--- src/acr_pkg.sv ---
package acr_pkg;

    // Register offsets on the serial register port.
    localparam logic [7:0] X_AXIS_LOW_BYTE = 8'h06;
    localparam logic [7:0] X_AXIS_HIGH_BYTE = 8'h07;
    localparam logic [7:0] Y_AXIS_LOW_BYTE = 8'h08;
    localparam logic [7:0] Y_AXIS_HIGH_BYTE = 8'h09;
    localparam logic [7:0] Z_AXIS_LOW_BYTE = 8'h0a;
    localparam logic [7:0] Z_AXIS_HIGH_BYTE = 8'h0b;
    localparam logic [7:0] COMM_SELFTEST_RESPONSE = 8'h0c;
    localparam logic [7:0] SUPPLIER_IDENTIFICATION = 8'h0f;
    localparam logic [7:0] EVENT_SOURCE_PRIMARY = 8'h16;
    localparam logic [7:0] MOTION_DIRECTION_SOURCE = 8'h17;
    localparam logic [7:0] COMBINED_EVENT_STATUS = 8'h18;
    localparam logic [7:0] EVENT_RELEASE = 8'h1a;
    localparam logic [7:0] MAIN_CONTROL = 8'h1b;
    localparam logic [7:0] SELFTEST_CONTROL = 8'h1d;
    localparam logic [7:0] INT_PIN_CONTROL = 8'h1e;

    // Field positions in the main control register.
    localparam int POWER_STATE_SELECT = 7;
    localparam int RESOLUTION_SELECT = 6;
    localparam int NEW_SAMPLE_IRQ_ENABLE = 5;
    localparam int RANGE_SELECT_HIGH = 4;
    localparam int RANGE_SELECT_LOW = 3;
    localparam int MOTION_WAKE_ENABLE = 1;
    localparam logic [7:0] MAIN_CONTROL_MASK = 8'hfa;
    localparam logic [7:0] MAIN_CONTROL_RESET = 8'h00;

    // Field positions in the source, status, self-test and pin control registers.
    localparam int NEW_SAMPLE_FLAG = 4;
    localparam int MOTION_WAKE_FLAG = 1;
    localparam int STATUS_INT_BIT = 4;
    localparam int COMM_SELFTEST_TRIGGER = 4;
    localparam int IRQ_PIN_ENABLE = 5;
    localparam int IRQ_ACTIVE_HIGH = 4;
    localparam int IRQ_PULSE_SELECT = 3;
    localparam logic [7:0] INT_PIN_CONTROL_MASK = 8'h38;
    localparam logic [7:0] INT_PIN_CONTROL_RESET = 8'h10;

    // Range code that selects the fourteen bit variant.
    localparam logic [1:0] RANGE_8G_HIRES = 2'h3;

    // Self-test response values.
    localparam logic [7:0] SELFTEST_IDLE = 8'h55;
    localparam logic [7:0] SELFTEST_ACTIVE = 8'haa;

    // Arbitrary identification and bus address values.
    localparam logic [7:0] ID_DEFAULT = 8'h5a;
    localparam logic [6:0] DEV_ADDR_DEFAULT = 7'h0e;

    // Interrupt pulse width, shortest allowed figure, rounded up.
    localparam int CLK_MHZ = 100;
    localparam int PULSE_MIN_NS = 30000;
    localparam int PULSE_MAX_NS = 50000;
    localparam logic [11:0] PULSE_CYC = 12'((PULSE_MIN_NS * CLK_MHZ + 999) / 1000);

    // Serial slave states.
    typedef enum logic [8:0] {
        ST_IDLE = 9'h001,
        ST_ADDR = 9'h002,
        ST_ADDR_ACK = 9'h004,
        ST_REG = 9'h008,
        ST_REG_ACK = 9'h010,
        ST_WR = 9'h020,
        ST_WR_ACK = 9'h040,
        ST_RD = 9'h080,
        ST_RD_ACK = 9'h100
    } acr_state_e;

endpackage : acr_pkg

--- src/acr_regs.sv ---
`timescale 1ns/1ps
`default_nettype none

// What this block does
// - X result split over high and low bytes.
// - Y result uses the same split layout.
// - Z result uses the same split layout.
// - Self-test response 0x55, 0xAA when triggered.
// - Read-only identification byte register.
// - Sources latch until a release read, or for the new-sample flag a data read.
// - Unlatched reporting mode via interrupt control.
// - New-sample flag clears on data or release.
// - Motion flag clears only on release read.
// - Direction bits report motion axis and sign.
// - Status bit sets on either source event, clears on data or release read.
// - Release read clears sources, and the pin in latched mode only.
// - Control bit 7 selects stand-by or operating.
// - Control bit 6 selects eight or twelve bits.
// - Control bit 5 gates new-sample interrupts.
// - Control bits 4:3 select measurement range.
// - Control bit 1 enables motion wake-up.
// - Control resets zero, bits 2 and 0 zero.
// - Axis data is two's complement.
// - Fourteen bit mode only high-res range 11.
// - Self-test trigger clears on response read.
// - Pulsed mode emits one 30-50 us pulse.
module acr_regs #(
    parameter logic [6:0] DEV_ADDR = acr_pkg::DEV_ADDR_DEFAULT, // Bus address, arbitrary.
    parameter logic [7:0] ID_VALUE = acr_pkg::ID_DEFAULT, // Identification, arbitrary.
    parameter logic [11:0] PULSE_LEN = acr_pkg::PULSE_CYC // Interrupt pulse in cycles.
) (
    input wire logic CLK_I,
    input wire logic NRST_I,
    input wire logic CE_I,
    input wire logic SCL_I,
    input wire logic SDA_I,
    output logic SDA_O,
    output logic SDA_OE_O,
    input wire logic SAMPLE_VALID_I,
    input wire logic [13:0] SAMPLE_X_I,
    input wire logic [13:0] SAMPLE_Y_I,
    input wire logic [13:0] SAMPLE_Z_I,
    input wire logic MOTION_I,
    input wire logic [5:0] MOTION_DIR_I,
    output logic INT_O,
    output logic POWER_ON_O,
    output logic RESOLUTION_O,
    output logic [1:0] RANGE_O,
    output logic WAKE_EN_O
);
    import acr_pkg::*;

    logic scl_m, scl_s, scl_d; // Clock synchroniser and its delayed copy.
    logic sda_m, sda_s, sda_d; // Data synchroniser and its delayed copy.
    logic scl_rise, scl_fall, bus_start, bus_stop; // Decoded line events.
    acr_state_e state; // Serial slave state.
    logic [7:0] shift; // Shift register for both directions.
    logic [2:0] bitcnt; // Bit counter within a byte.
    logic got_byte; // A whole byte has been shifted in.
    logic rw; // Direction bit of the current transfer.
    logic nack; // Host refused the last read byte.
    logic [7:0] ptr; // Register pointer, auto-incrementing.
    logic rd_stb; // One-cycle pulse when a byte is read.
    logic [7:0] rd_addr; // Address of that read.
    logic wr_stb; // One-cycle pulse when a byte is written.
    logic [7:0] rd_byte; // Read data for the pointer.
    logic [7:0] ctrl; // Main control register.
    logic [7:0] pin_ctrl; // Interrupt pin control register.
    logic trig; // Communication self-test trigger.
    logic [13:0] x_q, y_q, z_q; // Held axis samples.
    logic new_sample_flag, motion_wake_flag, status_int; // Source and status flags.
    logic [5:0] dir_q; // Motion direction source bits.
    logic [11:0] pulse_cnt; // Remaining pulse length.
    logic new_sample_flag_set, wake_set, axis_read, rel_read; // Event terms.
    logic res14; // Fourteen bit output mode.

    // Line samples pass two flops; the third copy only serves edge detection.
    always_ff @(posedge CLK_I) begin
        if (!NRST_I) begin
            {scl_m, scl_s, scl_d} <= 3'h7;
            {sda_m, sda_s, sda_d} <= 3'h7;
        end else if (CE_I) begin
            {scl_m, scl_s, scl_d} <= {SCL_I, scl_m, scl_s};
            {sda_m, sda_s, sda_d} <= {SDA_I, sda_m, sda_s};
        end
    end

    // Start and stop are data changes while the clock is high.
    assign scl_rise = scl_s & ~scl_d;
    assign scl_fall = ~scl_s & scl_d;
    assign bus_start = scl_s & scl_d & sda_d & ~sda_s;
    assign bus_stop = scl_s & scl_d & ~sda_d & sda_s;

    // Event terms shared by the flag processes.
    assign new_sample_flag_set = SAMPLE_VALID_I & ctrl[POWER_STATE_SELECT]
        & ctrl[NEW_SAMPLE_IRQ_ENABLE];
    assign wake_set = MOTION_I & ctrl[POWER_STATE_SELECT] & ctrl[MOTION_WAKE_ENABLE];
    assign axis_read = rd_stb & (rd_addr >= X_AXIS_LOW_BYTE) & (rd_addr <= Z_AXIS_HIGH_BYTE);
    assign rel_read = rd_stb & (rd_addr == EVENT_RELEASE);
    assign res14 = ctrl[RESOLUTION_SELECT]
        & (ctrl[RANGE_SELECT_HIGH:RANGE_SELECT_LOW] == RANGE_8G_HIRES);

    // Low byte: left-justified remainder of the sample; unused bits read zero.
    function automatic logic [7:0] low_byte(input logic [13:0] s, input logic hi, input logic f14);
        if (!hi) begin
            low_byte = 8'h00; // Eight bit mode carries everything in the high byte.
        end else if (f14) begin
            low_byte = {s[5:0], 2'h0};
        end else begin
            low_byte = {s[5:2], 4'h0};
        end
    endfunction : low_byte

    // Read multiplexer; unmapped addresses read zero.
    always_comb begin
        rd_byte = 8'h00;
        case (ptr)
            X_AXIS_LOW_BYTE: rd_byte = low_byte(x_q, ctrl[RESOLUTION_SELECT], res14);
            X_AXIS_HIGH_BYTE: rd_byte = x_q[13:6];
            Y_AXIS_LOW_BYTE: rd_byte = low_byte(y_q, ctrl[RESOLUTION_SELECT], res14);
            Y_AXIS_HIGH_BYTE: rd_byte = y_q[13:6];
            Z_AXIS_LOW_BYTE: rd_byte = low_byte(z_q, ctrl[RESOLUTION_SELECT], res14);
            Z_AXIS_HIGH_BYTE: rd_byte = z_q[13:6];
            COMM_SELFTEST_RESPONSE: rd_byte = trig ? SELFTEST_ACTIVE : SELFTEST_IDLE;
            SUPPLIER_IDENTIFICATION: rd_byte = ID_VALUE;
            EVENT_SOURCE_PRIMARY: begin
                rd_byte[NEW_SAMPLE_FLAG] = new_sample_flag;
                rd_byte[MOTION_WAKE_FLAG] = motion_wake_flag;
            end
            MOTION_DIRECTION_SOURCE: rd_byte = {2'h0, dir_q};
            COMBINED_EVENT_STATUS: rd_byte[STATUS_INT_BIT] = status_int;
            MAIN_CONTROL: rd_byte = ctrl;
            SELFTEST_CONTROL: rd_byte[COMM_SELFTEST_TRIGGER] = trig;
            INT_PIN_CONTROL: rd_byte = pin_ctrl;
            default: rd_byte = 8'h00; // The release register reads zero.
        endcase
    end

    // Serial slave. Data is sampled on clock rise and changed on clock fall.
    // Start or stop take precedence over any bit activity in the same cycle.
    always_ff @(posedge CLK_I) begin
        if (!NRST_I) begin
            state <= ST_IDLE;
            shift <= 8'h00;
            bitcnt <= 3'h0;
            got_byte <= 1'b0;
            rw <= 1'b0;
            nack <= 1'b0;
            ptr <= 8'h00;
            rd_stb <= 1'b0;
            rd_addr <= 8'h00;
            wr_stb <= 1'b0;
            SDA_OE_O <= 1'b0;
            SDA_O <= 1'b0;
        end else if (CE_I) begin
            rd_stb <= 1'b0;
            wr_stb <= 1'b0;
            if (bus_start) begin
                state <= ST_ADDR;
                bitcnt <= 3'h0;
                got_byte <= 1'b0;
                SDA_OE_O <= 1'b0;
            end else if (bus_stop) begin
                state <= ST_IDLE;
                SDA_OE_O <= 1'b0;
            end else if (scl_rise) begin
                // Receiving states shift in; the read acknowledge slot is sampled.
                if (state == ST_ADDR || state == ST_REG || state == ST_WR) begin
                    shift <= {shift[6:0], sda_s};
                    bitcnt <= bitcnt + 3'h1;
                    got_byte <= (bitcnt == 3'h7);
                end else if (state == ST_RD_ACK) begin
                    nack <= sda_s;
                end
            end else if (scl_fall) begin
                case (state)
                    ST_ADDR: begin
                        if (got_byte) begin
                            got_byte <= 1'b0;
                            if (shift[7:1] == DEV_ADDR) begin
                                rw <= shift[0];
                                SDA_OE_O <= 1'b1; // Acknowledge our address.
                                state <= ST_ADDR_ACK;
                            end else begin
                                state <= ST_IDLE; // Another slave is addressed.
                            end
                        end
                    end
                    ST_ADDR_ACK, ST_RD_ACK: begin
                        if (state == ST_ADDR_ACK && !rw) begin
                            SDA_OE_O <= 1'b0;
                            state <= ST_REG;
                        end else if (state == ST_RD_ACK && nack) begin
                            SDA_OE_O <= 1'b0;
                            state <= ST_IDLE; // Host ended the read.
                        end else begin
                            // Load the byte; its read side effects fire now.
                            shift <= rd_byte;
                            SDA_OE_O <= ~rd_byte[7];
                            rd_stb <= 1'b1;
                            rd_addr <= ptr;
                            ptr <= ptr + 8'h01;
                            bitcnt <= 3'h0;
                            state <= ST_RD;
                        end
                    end
                    ST_REG: begin
                        if (got_byte) begin
                            got_byte <= 1'b0;
                            ptr <= shift;
                            SDA_OE_O <= 1'b1;
                            state <= ST_REG_ACK;
                        end
                    end
                    ST_WR: begin
                        if (got_byte) begin
                            got_byte <= 1'b0;
                            wr_stb <= 1'b1;
                            SDA_OE_O <= 1'b1;
                            state <= ST_WR_ACK;
                        end
                    end
                    ST_REG_ACK, ST_WR_ACK: begin
                        SDA_OE_O <= 1'b0;
                        bitcnt <= 3'h0;
                        if (state == ST_WR_ACK) begin
                            ptr <= ptr + 8'h01;
                        end
                        state <= ST_WR;
                    end
                    ST_RD: begin
                        if (bitcnt == 3'h7) begin
                            SDA_OE_O <= 1'b0; // Free the line for the host.
                            state <= ST_RD_ACK;
                        end else begin
                            shift <= {shift[6:0], 1'b0};
                            SDA_OE_O <= ~shift[6];
                            bitcnt <= bitcnt + 3'h1;
                        end
                    end
                    default: state <= ST_IDLE;
                endcase
            end
        end
    end

    // Control registers. Fields other than the power bit are stored as written;
    // the host is trusted to enter stand-by first, so no write is blocked.
    always_ff @(posedge CLK_I) begin
        if (!NRST_I) begin
            ctrl <= MAIN_CONTROL_RESET;
            pin_ctrl <= INT_PIN_CONTROL_RESET;
        end else if (CE_I && wr_stb) begin
            if (ptr == MAIN_CONTROL) begin
                ctrl <= shift & MAIN_CONTROL_MASK;
            end
            if (ptr == INT_PIN_CONTROL) begin
                pin_ctrl <= shift & INT_PIN_CONTROL_MASK;
            end
        end
    end

    // Self-test trigger: set by write, cleared by reading the response.
    always_ff @(posedge CLK_I) begin
        if (!NRST_I) begin
            trig <= 1'b0;
        end else if (CE_I) begin
            if (wr_stb && ptr == SELFTEST_CONTROL && shift[COMM_SELFTEST_TRIGGER]) begin
                trig <= 1'b1;
            end else if (rd_stb && rd_addr == COMM_SELFTEST_RESPONSE) begin
                trig <= 1'b0;
            end
        end
    end

    // Axis samples are two's complement and captured only while operating.
    always_ff @(posedge CLK_I) begin
        if (!NRST_I) begin
            x_q <= 14'h0000;
            y_q <= 14'h0000;
            z_q <= 14'h0000;
        end else if (CE_I && SAMPLE_VALID_I && ctrl[POWER_STATE_SELECT]) begin
            x_q <= SAMPLE_X_I;
            y_q <= SAMPLE_Y_I;
            z_q <= SAMPLE_Z_I;
        end
    end

    // Source and status flags. A new event in the clearing cycle wins.
    always_ff @(posedge CLK_I) begin
        if (!NRST_I) begin
            new_sample_flag <= 1'b0;
            motion_wake_flag <= 1'b0;
            status_int <= 1'b0;
            dir_q <= 6'h00;
        end else if (CE_I) begin
            new_sample_flag <= new_sample_flag_set | (new_sample_flag & ~axis_read & ~rel_read);
            motion_wake_flag <= wake_set | (motion_wake_flag & ~rel_read);
            status_int <= new_sample_flag_set | wake_set
                | (status_int & ~axis_read & ~rel_read);
            if (wake_set && pin_ctrl[IRQ_PULSE_SELECT]) begin
                dir_q <= MOTION_DIR_I; // Unlatched: each event replaces the last.
            end else if (wake_set) begin
                dir_q <= MOTION_DIR_I | (rel_read ? 6'h00 : dir_q);
            end else if (rel_read) begin
                dir_q <= 6'h00;
            end
        end
    end

    // Pulse timer for the unlatched pin mode.
    always_ff @(posedge CLK_I) begin
        if (!NRST_I) begin
            pulse_cnt <= 12'h000;
        end else if (CE_I) begin
            if ((new_sample_flag_set || wake_set) && pin_ctrl[IRQ_PULSE_SELECT]) begin
                pulse_cnt <= PULSE_LEN;
            end else if (pulse_cnt != 12'h000) begin
                pulse_cnt <= pulse_cnt - 12'h001;
            end
        end
    end

    // Pin and mode outputs. A disabled pin rests at its inactive level.
    always_ff @(posedge CLK_I) begin
        if (!NRST_I) begin
            INT_O <= 1'b0;
            POWER_ON_O <= 1'b0;
            RESOLUTION_O <= 1'b0;
            RANGE_O <= 2'h0;
            WAKE_EN_O <= 1'b0;
        end else if (CE_I) begin
            if (pin_ctrl[IRQ_PIN_ENABLE] && (pin_ctrl[IRQ_PULSE_SELECT]
                    ? (pulse_cnt != 12'h000) : status_int)) begin
                INT_O <= pin_ctrl[IRQ_ACTIVE_HIGH];
            end else begin
                INT_O <= ~pin_ctrl[IRQ_ACTIVE_HIGH];
            end
            POWER_ON_O <= ctrl[POWER_STATE_SELECT];
            RESOLUTION_O <= ctrl[RESOLUTION_SELECT];
            RANGE_O <= ctrl[RANGE_SELECT_HIGH:RANGE_SELECT_LOW];
            WAKE_EN_O <= ctrl[MOTION_WAKE_ENABLE];
        end
    end

    // Checks that tie flags and outputs to their causes.
    AST_CTRL_FIXED_ZERO: assert property (@(posedge CLK_I) disable iff (!NRST_I)
        ctrl[2] == 1'b0 && ctrl[0] == 1'b0)
        else $error("Fixed-zero control bits are set.");

    AST_SELFTEST_READ: assert property (@(posedge CLK_I) disable iff (!NRST_I)
        CE_I && rd_stb && rd_addr == COMM_SELFTEST_RESPONSE |=> !trig)
        else $error("Self-test trigger survived a response read.");

    AST_RELEASE_CLEARS: assert property (@(posedge CLK_I) disable iff (!NRST_I)
        CE_I && rel_read && !new_sample_flag_set && !wake_set |=> !new_sample_flag && !motion_wake_flag && !status_int)
        else $error("Release read left a source flag set.");

    AST_AXIS_READ_CLEARS: assert property (@(posedge CLK_I) disable iff (!NRST_I)
        CE_I && axis_read && !new_sample_flag_set |=> !new_sample_flag)
        else $error("Axis read did not clear the new-sample flag.");

    AST_WAKE_HOLDS: assert property (@(posedge CLK_I) disable iff (!NRST_I)
        CE_I && motion_wake_flag && !rel_read |=> motion_wake_flag)
        else $error("Motion flag dropped without a release read.");

    AST_STATUS_FOLLOWS: assert property (@(posedge CLK_I) disable iff (!NRST_I)
        CE_I && (new_sample_flag_set || wake_set) |=> status_int && (new_sample_flag || motion_wake_flag))
        else $error("Status bit did not follow a source event.");

    AST_NO_NEW_SAMPLE_FLAG_DISABLED: assert property (@(posedge CLK_I) disable iff (!NRST_I)
        CE_I && !ctrl[NEW_SAMPLE_IRQ_ENABLE] && !new_sample_flag |=> !new_sample_flag)
        else $error("New-sample flag set while its enable is off.");

    AST_PULSE_LOAD: assert property (@(posedge CLK_I) disable iff (!NRST_I)
        CE_I && wake_set && pin_ctrl[IRQ_PULSE_SELECT] |=> pulse_cnt == PULSE_LEN)
        else $error("Pulse timer not loaded with the pulse length.");

    AST_X_HIGH_BYTE: assert property (@(posedge CLK_I) disable iff (!NRST_I)
        ptr == X_AXIS_HIGH_BYTE |-> rd_byte == x_q[13:6])
        else $error("X high byte does not carry the upper sample bits.");

    AST_LOW_NIBBLE_ZERO: assert property (@(posedge CLK_I) disable iff (!NRST_I)
        ptr == Y_AXIS_LOW_BYTE && !res14 |-> rd_byte[3:0] == 4'h0)
        else $error("Unused low-byte bits read non-zero.");

    AST_POWER_OUT: assert property (@(posedge CLK_I) disable iff (!NRST_I)
        CE_I && wr_stb && ptr == MAIN_CONTROL |=> ##1 POWER_ON_O == $past(shift[7], 2))
        else $error("Power output does not follow the written control bit.");

endmodule : acr_regs

`default_nettype wire

--- config.mk ---
export PLATFORM = sky130hd
export DESIGN_NAME = acr_regs
export DESIGN_NICKNAME = d
export VERILOG_FILES = /design/src/acr_pkg.sv /design/src/acr_regs.sv
export SDC_FILE = /design/constraint.sdc
export NUM_CORES = 1
export LEC_CHECK = 0
export ABC_AREA = 1
export BUFFER_PORTS_ARGS = -buffer_cell sky130_fd_sc_hd__buf_2
export CORE_MARGIN = 4
export CORE_UTILIZATION = 50
export DETAILED_ROUTE_END_ITERATION = 10
export PLACE_DENSITY_LB_ADDON = 0.15
export SLEW_MARGIN = 30
export SYNTH_ARGS = -nofsm -noshare
export SYNTH_HDL_FRONTEND = slang
export SYNTH_SLANG_ARGS = --single-unit
--- constraint.sdc ---
create_clock -name CLK_I -period 3.7 [get_ports CLK_I]
set_input_delay 0.37 -clock CLK_I [delete_from_list [all_inputs] [get_ports CLK_I]]
set_output_delay 0.37 -clock CLK_I [all_outputs]
set_load 0.02 [all_outputs]
# Word-level counts from Yosys, hierarchy flattened
# Index checks and enable logic that the tools add are counted.
[word_totals]
regBits = 127
latch_bits = 0
mem_bits_rw = 0
romBits = 0
output_inout_bits = 8
memories = 0
[classes]
n_addsub = 3
mul = 0
n_div = 0
n_lt_le_gt_ge = 2
eq_ne = 47
shift = 0
n_mux = 84
n_bitwise = 40
reduce_logical = 43
[ops]
columns = ["cell", "count"]
rows = [
  ["$mux 8", 16],
  ["$mux 9", 8],
  ["$eq 8x4->1 const B", 7],
  ["$eq 8x5->1 const B", 7],
  ["$pmux 9 s6", 1],
  ["$mux 1", 33],
  ["$pmux 3 s11", 1],
  ["$ne 4x4->1 const B", 7],
  ["$mux 3", 9],
  ["$mux 12", 2],
  ["$pmux 8 s3", 1],
  ["$reduce_and 8->1", 3],
  ["$pmux 2 s11", 1],
  ["$and 1x1->1", 20],
  ["$mux 6", 3],
  ["$eq 8x3->1 const B", 2],
  ["$pmux 8 s2", 1],
  ["$not 1->1", 15],
  ["$reduce_bool 3->1", 5],
  ["$pmux 1 s14", 1],
  ["$reduce_and 7->1", 2],
  ["$mux 4", 3],
  ["$reduce_bool 12->1", 1],
  ["$sub 12x1->12 const B", 1],
  ["other kinds (40)", 69],
]

# Longest topological paths before layout
[logic_depth]
ltp_word = 13
ltp_mapped = 13
mapped_depth_nobuf = 13

# Worst setup path before layout
# Ideal clock, no wire load.
[synth_timing]
path_kind = "register to register"
startpoint = "reg scl_s"
endpoint = "reg state[0]"
setup_ns = 0.117
t_arrival_ns = 1.584
required_time_ns = 3.583
path_slack_ns = 1.999
stages_incl_launch_ff = 11
synth_period_minus_slack_ns = 1.701
cell_sequence = "dfxtp_1 > ha_1 > nand3_1 > nand2_1 > buf_4 > nor2_1 > a21oi_2 > nand2_1 > buf_4 > a21oi_1 > nand2_1"
[synth_via]
elab_chain_len = 5
[synth_lines]
columns = ["element", "line", "text"]
rows = [
  ["from (decl)", "acr_regs.sv:53", "logic scl_m, scl_s, scl_d;"],
  ["from (signal assigned)", "acr_regs.sv:83", "{scl_m, scl_s, scl_d} <= {SCL_I, scl_m, scl_s};"],
  ["$and 1x1->1", "acr_regs.sv:91, acr_regs.sv:92", ""],
  ["$and 1x1->1, on equally long branches (2 in series)", "acr_regs.sv:91, acr_regs.sv:92", ""],
  ["$ne 4x4->1 (no line) (tied with other cells)", "--", ""],
  ["$reduce_and 7->1 (no line) or $mux 9 (tied branches)", "--", ""],
  ["to (signal assigned)", "acr_regs.sv:143", "state <= ST_IDLE;"],
  ["to (signal assigned)", "acr_regs.sv:159", "state <= ST_ADDR;"],
  ["to (signal assigned)", "acr_regs.sv:164", "state <= ST_IDLE;"],
  ["to (decl)", "acr_regs.sv:56", "acr_state_e state;"],
]
# Parallel ways exist; a longest one is shown, timed or not.
# A chain may end at the register's enable or synchronous reset.

# Final worst setup path
[layout_timing]
startpoint = "reg ctrl[7]"
endpoint = "reg x_q[5]"
[layout_via]
elab_chain_len = 1
[layout_lines]
columns = ["element", "line", "text"]
rows = [
  ["from (decl)", "acr_regs.sv:67", "logic [7:0] ctrl;"],
  ["from (signal assigned)", "acr_regs.sv:255", "ctrl <= shift & MAIN_CONTROL_MASK;"],
  ["$logic_and 1x1->1", "acr_regs.sv:282", "end else if (CE_I && SAMPLE_VALID_I && ctrl[POWER_STATE_SELECT]) begin"],
  ["to (signal assigned)", "acr_regs.sv:279", "x_q <= 14'h0000;"],
  ["to (signal assigned)", "acr_regs.sv:283", "x_q <= SAMPLE_X_I;"],
  ["to (decl)", "acr_regs.sv:70", "logic [13:0] x_q, y_q, z_q;"],
]
# No other way between the ends.

==> impl_metrics.tcl <==
set metrics [dict create \
    status "completed" \
    p_sw_share_pct 27.57 \
    fin_ws_ns 1.479 \
    antenna_found_initial 0 \
    cts-resized-gates 0 \
    clkPwrFrac_pct 45.2 \
    cts_made_buffers 17 \
    layout_commonest_cell "nand2_1" \
    core_area_mm2 0.01324 \
    detailedRoute.firstIterationViolations 567 \
    routed-via-count 6542 \
    cts_root_buffer "clkbuf_16" \
    switchingPower_mw 1.076 \
    die_h_um 124.2 \
    critical-path-max-stage-delay_ns 0.49 \
    crit_fanout 45 \
    pwr-share-comb_pct 16.2 \
    syn-cell-area_mm2 0.006755 \
    rsz0062_at_grt "false" \
    dpl_cell_area_mm2 0.007141 \
    path_common_cell "nand2_1" \
    drive_gt1_share_pct 14.56 \
    io_pins 63 \
    synth_top_area_share_pct 37.64 \
    num_antenna_cells 0 \
    ir_worst_vdd_mv 0.2871 \
    drt-wirelength-per-cell_um 14.02 \
    yosys_register_bits 127 \
    cts_tree "built" \
    setup_viol 0 \
    postSynthAreaPerCell_um2 6.578 \
    grt_max_degree 58 \
    hold_ws_ns 0.1687 \
    drcViolationCount 0 \
    post_cts_buffers 0 \
    worstPathArrival_ns 2.57 \
    start_util_pct 51.01 \
    nets 1139 \
    endpoint_kind "flip-flop" \
    ant_nets 0 \
    ys_seq_area_share_pct 37.64 \
    ctsHoldBuffers 0 \
    grt_pass1_wl_um 29060 \
    fp.dieW_um 124.2 \
    grt-ovfl-total 0 \
    area_growth_pct 14.91 \
    routabilityCongestion 0.9634 \
    synth.largest_area_cell "dfxtp_1" \
    dp_cells 1230 \
    portBuffers 61 \
    power_frac_seq_pct 38.6 \
    htree_levels 4 \
    slew_headroom_pct 50.41 \
    worstPathCellList "nand2_1 > inv_1 > nand2_1 > buf_4 > inv_1 > buf_4 > nand2_1 > a21oi_1" \
    p_leak_nw 3.313 \
    fin_skew_ns 0.01140 \
    wl_um 17690 \
    syn-num-nets 1093 \
    cts_sinks 127 \
    slew_viol_final 0 \
    fin_area_mm2 0.007762 \
    startpoint "ctrl[7]" \
    fin_setup_tns_ns 0 \
    critical_path_class "flip-flop to flip-flop" \
    dr.pass1.iters 5 \
    synth_cell_types 43 \
    ys.warnings.count 0 \
    cts_buffer_depth 2 \
    cp.required_ns 4.05 \
    fin_cells 1261 \
    worstSkewPairLatency_ns 0.42 \
    hpwl_um 13180 \
    yosys-top-cells-area "dfxtp_1 38%, nand2_1 16%, a21oi_1 7.8%" \
    max_clock_freq_mhz 450.2 \
    final_cell_mix "283 x nand2_1, 131 x nor2_1, 127 x dfxtp_1" \
    crit_path_top_delay_cell "inv_1" \
    num_rows 42 \
    dieArea_mm2 0.01543 \
    grt_pass1_vias 6036 \
    via_per_inst 5.188 \
    track_usage_pct 22.77 \
    power.density_mw_per_mm2 502.6 \
    p_int_mw 2.826 \
    fin_crit_sh_pct 60.03 \
    hp-class "input port to flip-flop" \
    clkTransAtPathRegs_ns 0.06 \
    maxCapViolations 0 \
    hold_violations 0 \
    tightest_slew_ns 0.7439 \
    dp_slack_ns 1.437 \
    finalCriticalPeriod_ns 2.221 \
    setup.worst_path.start_class "flip-flop" \
    worstHoldStart "SCL_I" \
    r2r_start "ctrl[7]" \
    netlist_instances 1027 \
]
==> logic make-up (layout without fill, tap and decap cells) <==
| logic type | Yosys count | after routing | synth area share, % |
|---|---|---|---|
| adder cells (fa/ha/maj) | 11 | 11 | 2.037 |
| buffers and inverters | 137 | 195 | 8.094 |
| AND/OR/NAND/NOR | 554 | 554 | 36.04 |
| flip-flops | 127 | 127 | 37.64 |
| other | 1 | 1 | 0.05551 |
| AO/OA/AOI/OAI | 189 | 189 | 15.10 |
| XOR/XNOR | 8 | 8 | 1.037 |
==> Yosys cell counts (all sizes together) <==
| cell type | n |
|---|---|
| xor2 | 6 |
| a21oi | 107 |
| xnor2 | 2 |
| nor3 | 13 |
| nand4 | 14 |
| nand3b | 5 |
| nand2 | 290 |
| o31ai | 1 |
| or2 | 6 |
| clkbuf | 24 |
| o211ai | 4 |
| a211oi | 2 |
| clkinv | 2 |
| ha | 11 |
| o21a | 1 |
| conb | 1 |
| a31oi | 8 |
| nand3 | 74 |
| buf | 15 |
| dfxtp | 127 |
| inv | 96 |
| nor4 | 2 |
| o21ai | 65 |
| nor3b | 1 |
| nor2 | 149 |
| o2111ai | 1 |
==> layer usage <==
layer / global-route usage (%) / up-vias / wire length (um)
li1: - / 3412 / -
met3: 4.296 / 33 / 741
met4: 9.671 / 0 / 523
met2: 36.26 / 159 / 7958
met1: 30.24 / 2938 / 8461
met5: 0 / - / 0
==> worst paths after layout <==
path                 to  slack (ns)  cells past startpoint
max reg2reg      x_q[5]        1.48                      8
min               scl_m        0.17                      3
max              x_q[5]        1.48                      8
min reg2reg  rd_addr[0]        0.46                      2
==> power groups by stage <==
stage,Clock [mW],Sequential (mW),Combinational [mW]
3_3_place_gp,0,1.53,0.624
3_5_place_dp,0,1.53,0.630
5_1_grt,1.85,1.51,0.727
4_1_cts,1.79,1.50,0.632
2_1_floorplan,0,1.52,0.508
6_report,1.76,1.50,0.632
==> worst max-delay path: cells and delay by family, from the launching register on <==
kind	cells	cell delay [ns]
AOI/OAI and AO/OA	1	0.13
and+or+nand+nor	3	0.36
DFF	1	0.46
buffers and inverters	4	1.19
==> layout make-up <==
| cell class | count | area [um^2] |
|---|---|---|
| clock inverter | 10 | 161.4 |
| fill | 1351 | 5480 |
| tap | 176 | 220.2 |
| sequential | 127 | 2542 |
| timing repair buffer | 66 | 342.8 |
| multi-input combinational | 763 | 3666 |
| clock buffer | 21 | 460.4 |
| inverter | 98 | 369.1 |
==> sequential cells by signal (all words and copies together) (netlist names), 2 cells and up <==
signal / flops
x_q: 14
ptr: 8
dir_q: 6
pulse_cnt: 12
bitcnt: 3
rd_addr: 8
pin_ctrl: 3
state: 9
ctrl: 6
RANGE_O: 2
y_q: 14
z_q: 14
shift: 8
==> through the flow <==
stage / utilization [%] / power [mW]
2_1_floorplan: - / 2.029
3_3_place_gp: 53.92 / 2.157
3_5_place_dp: 53.92 / 2.162
4_1_cts: 58.62 / 3.921
5_1_grt: 58.62 / 4.092
6_report: 58.62 / 3.902
Power figures use the tool's default switching activity.
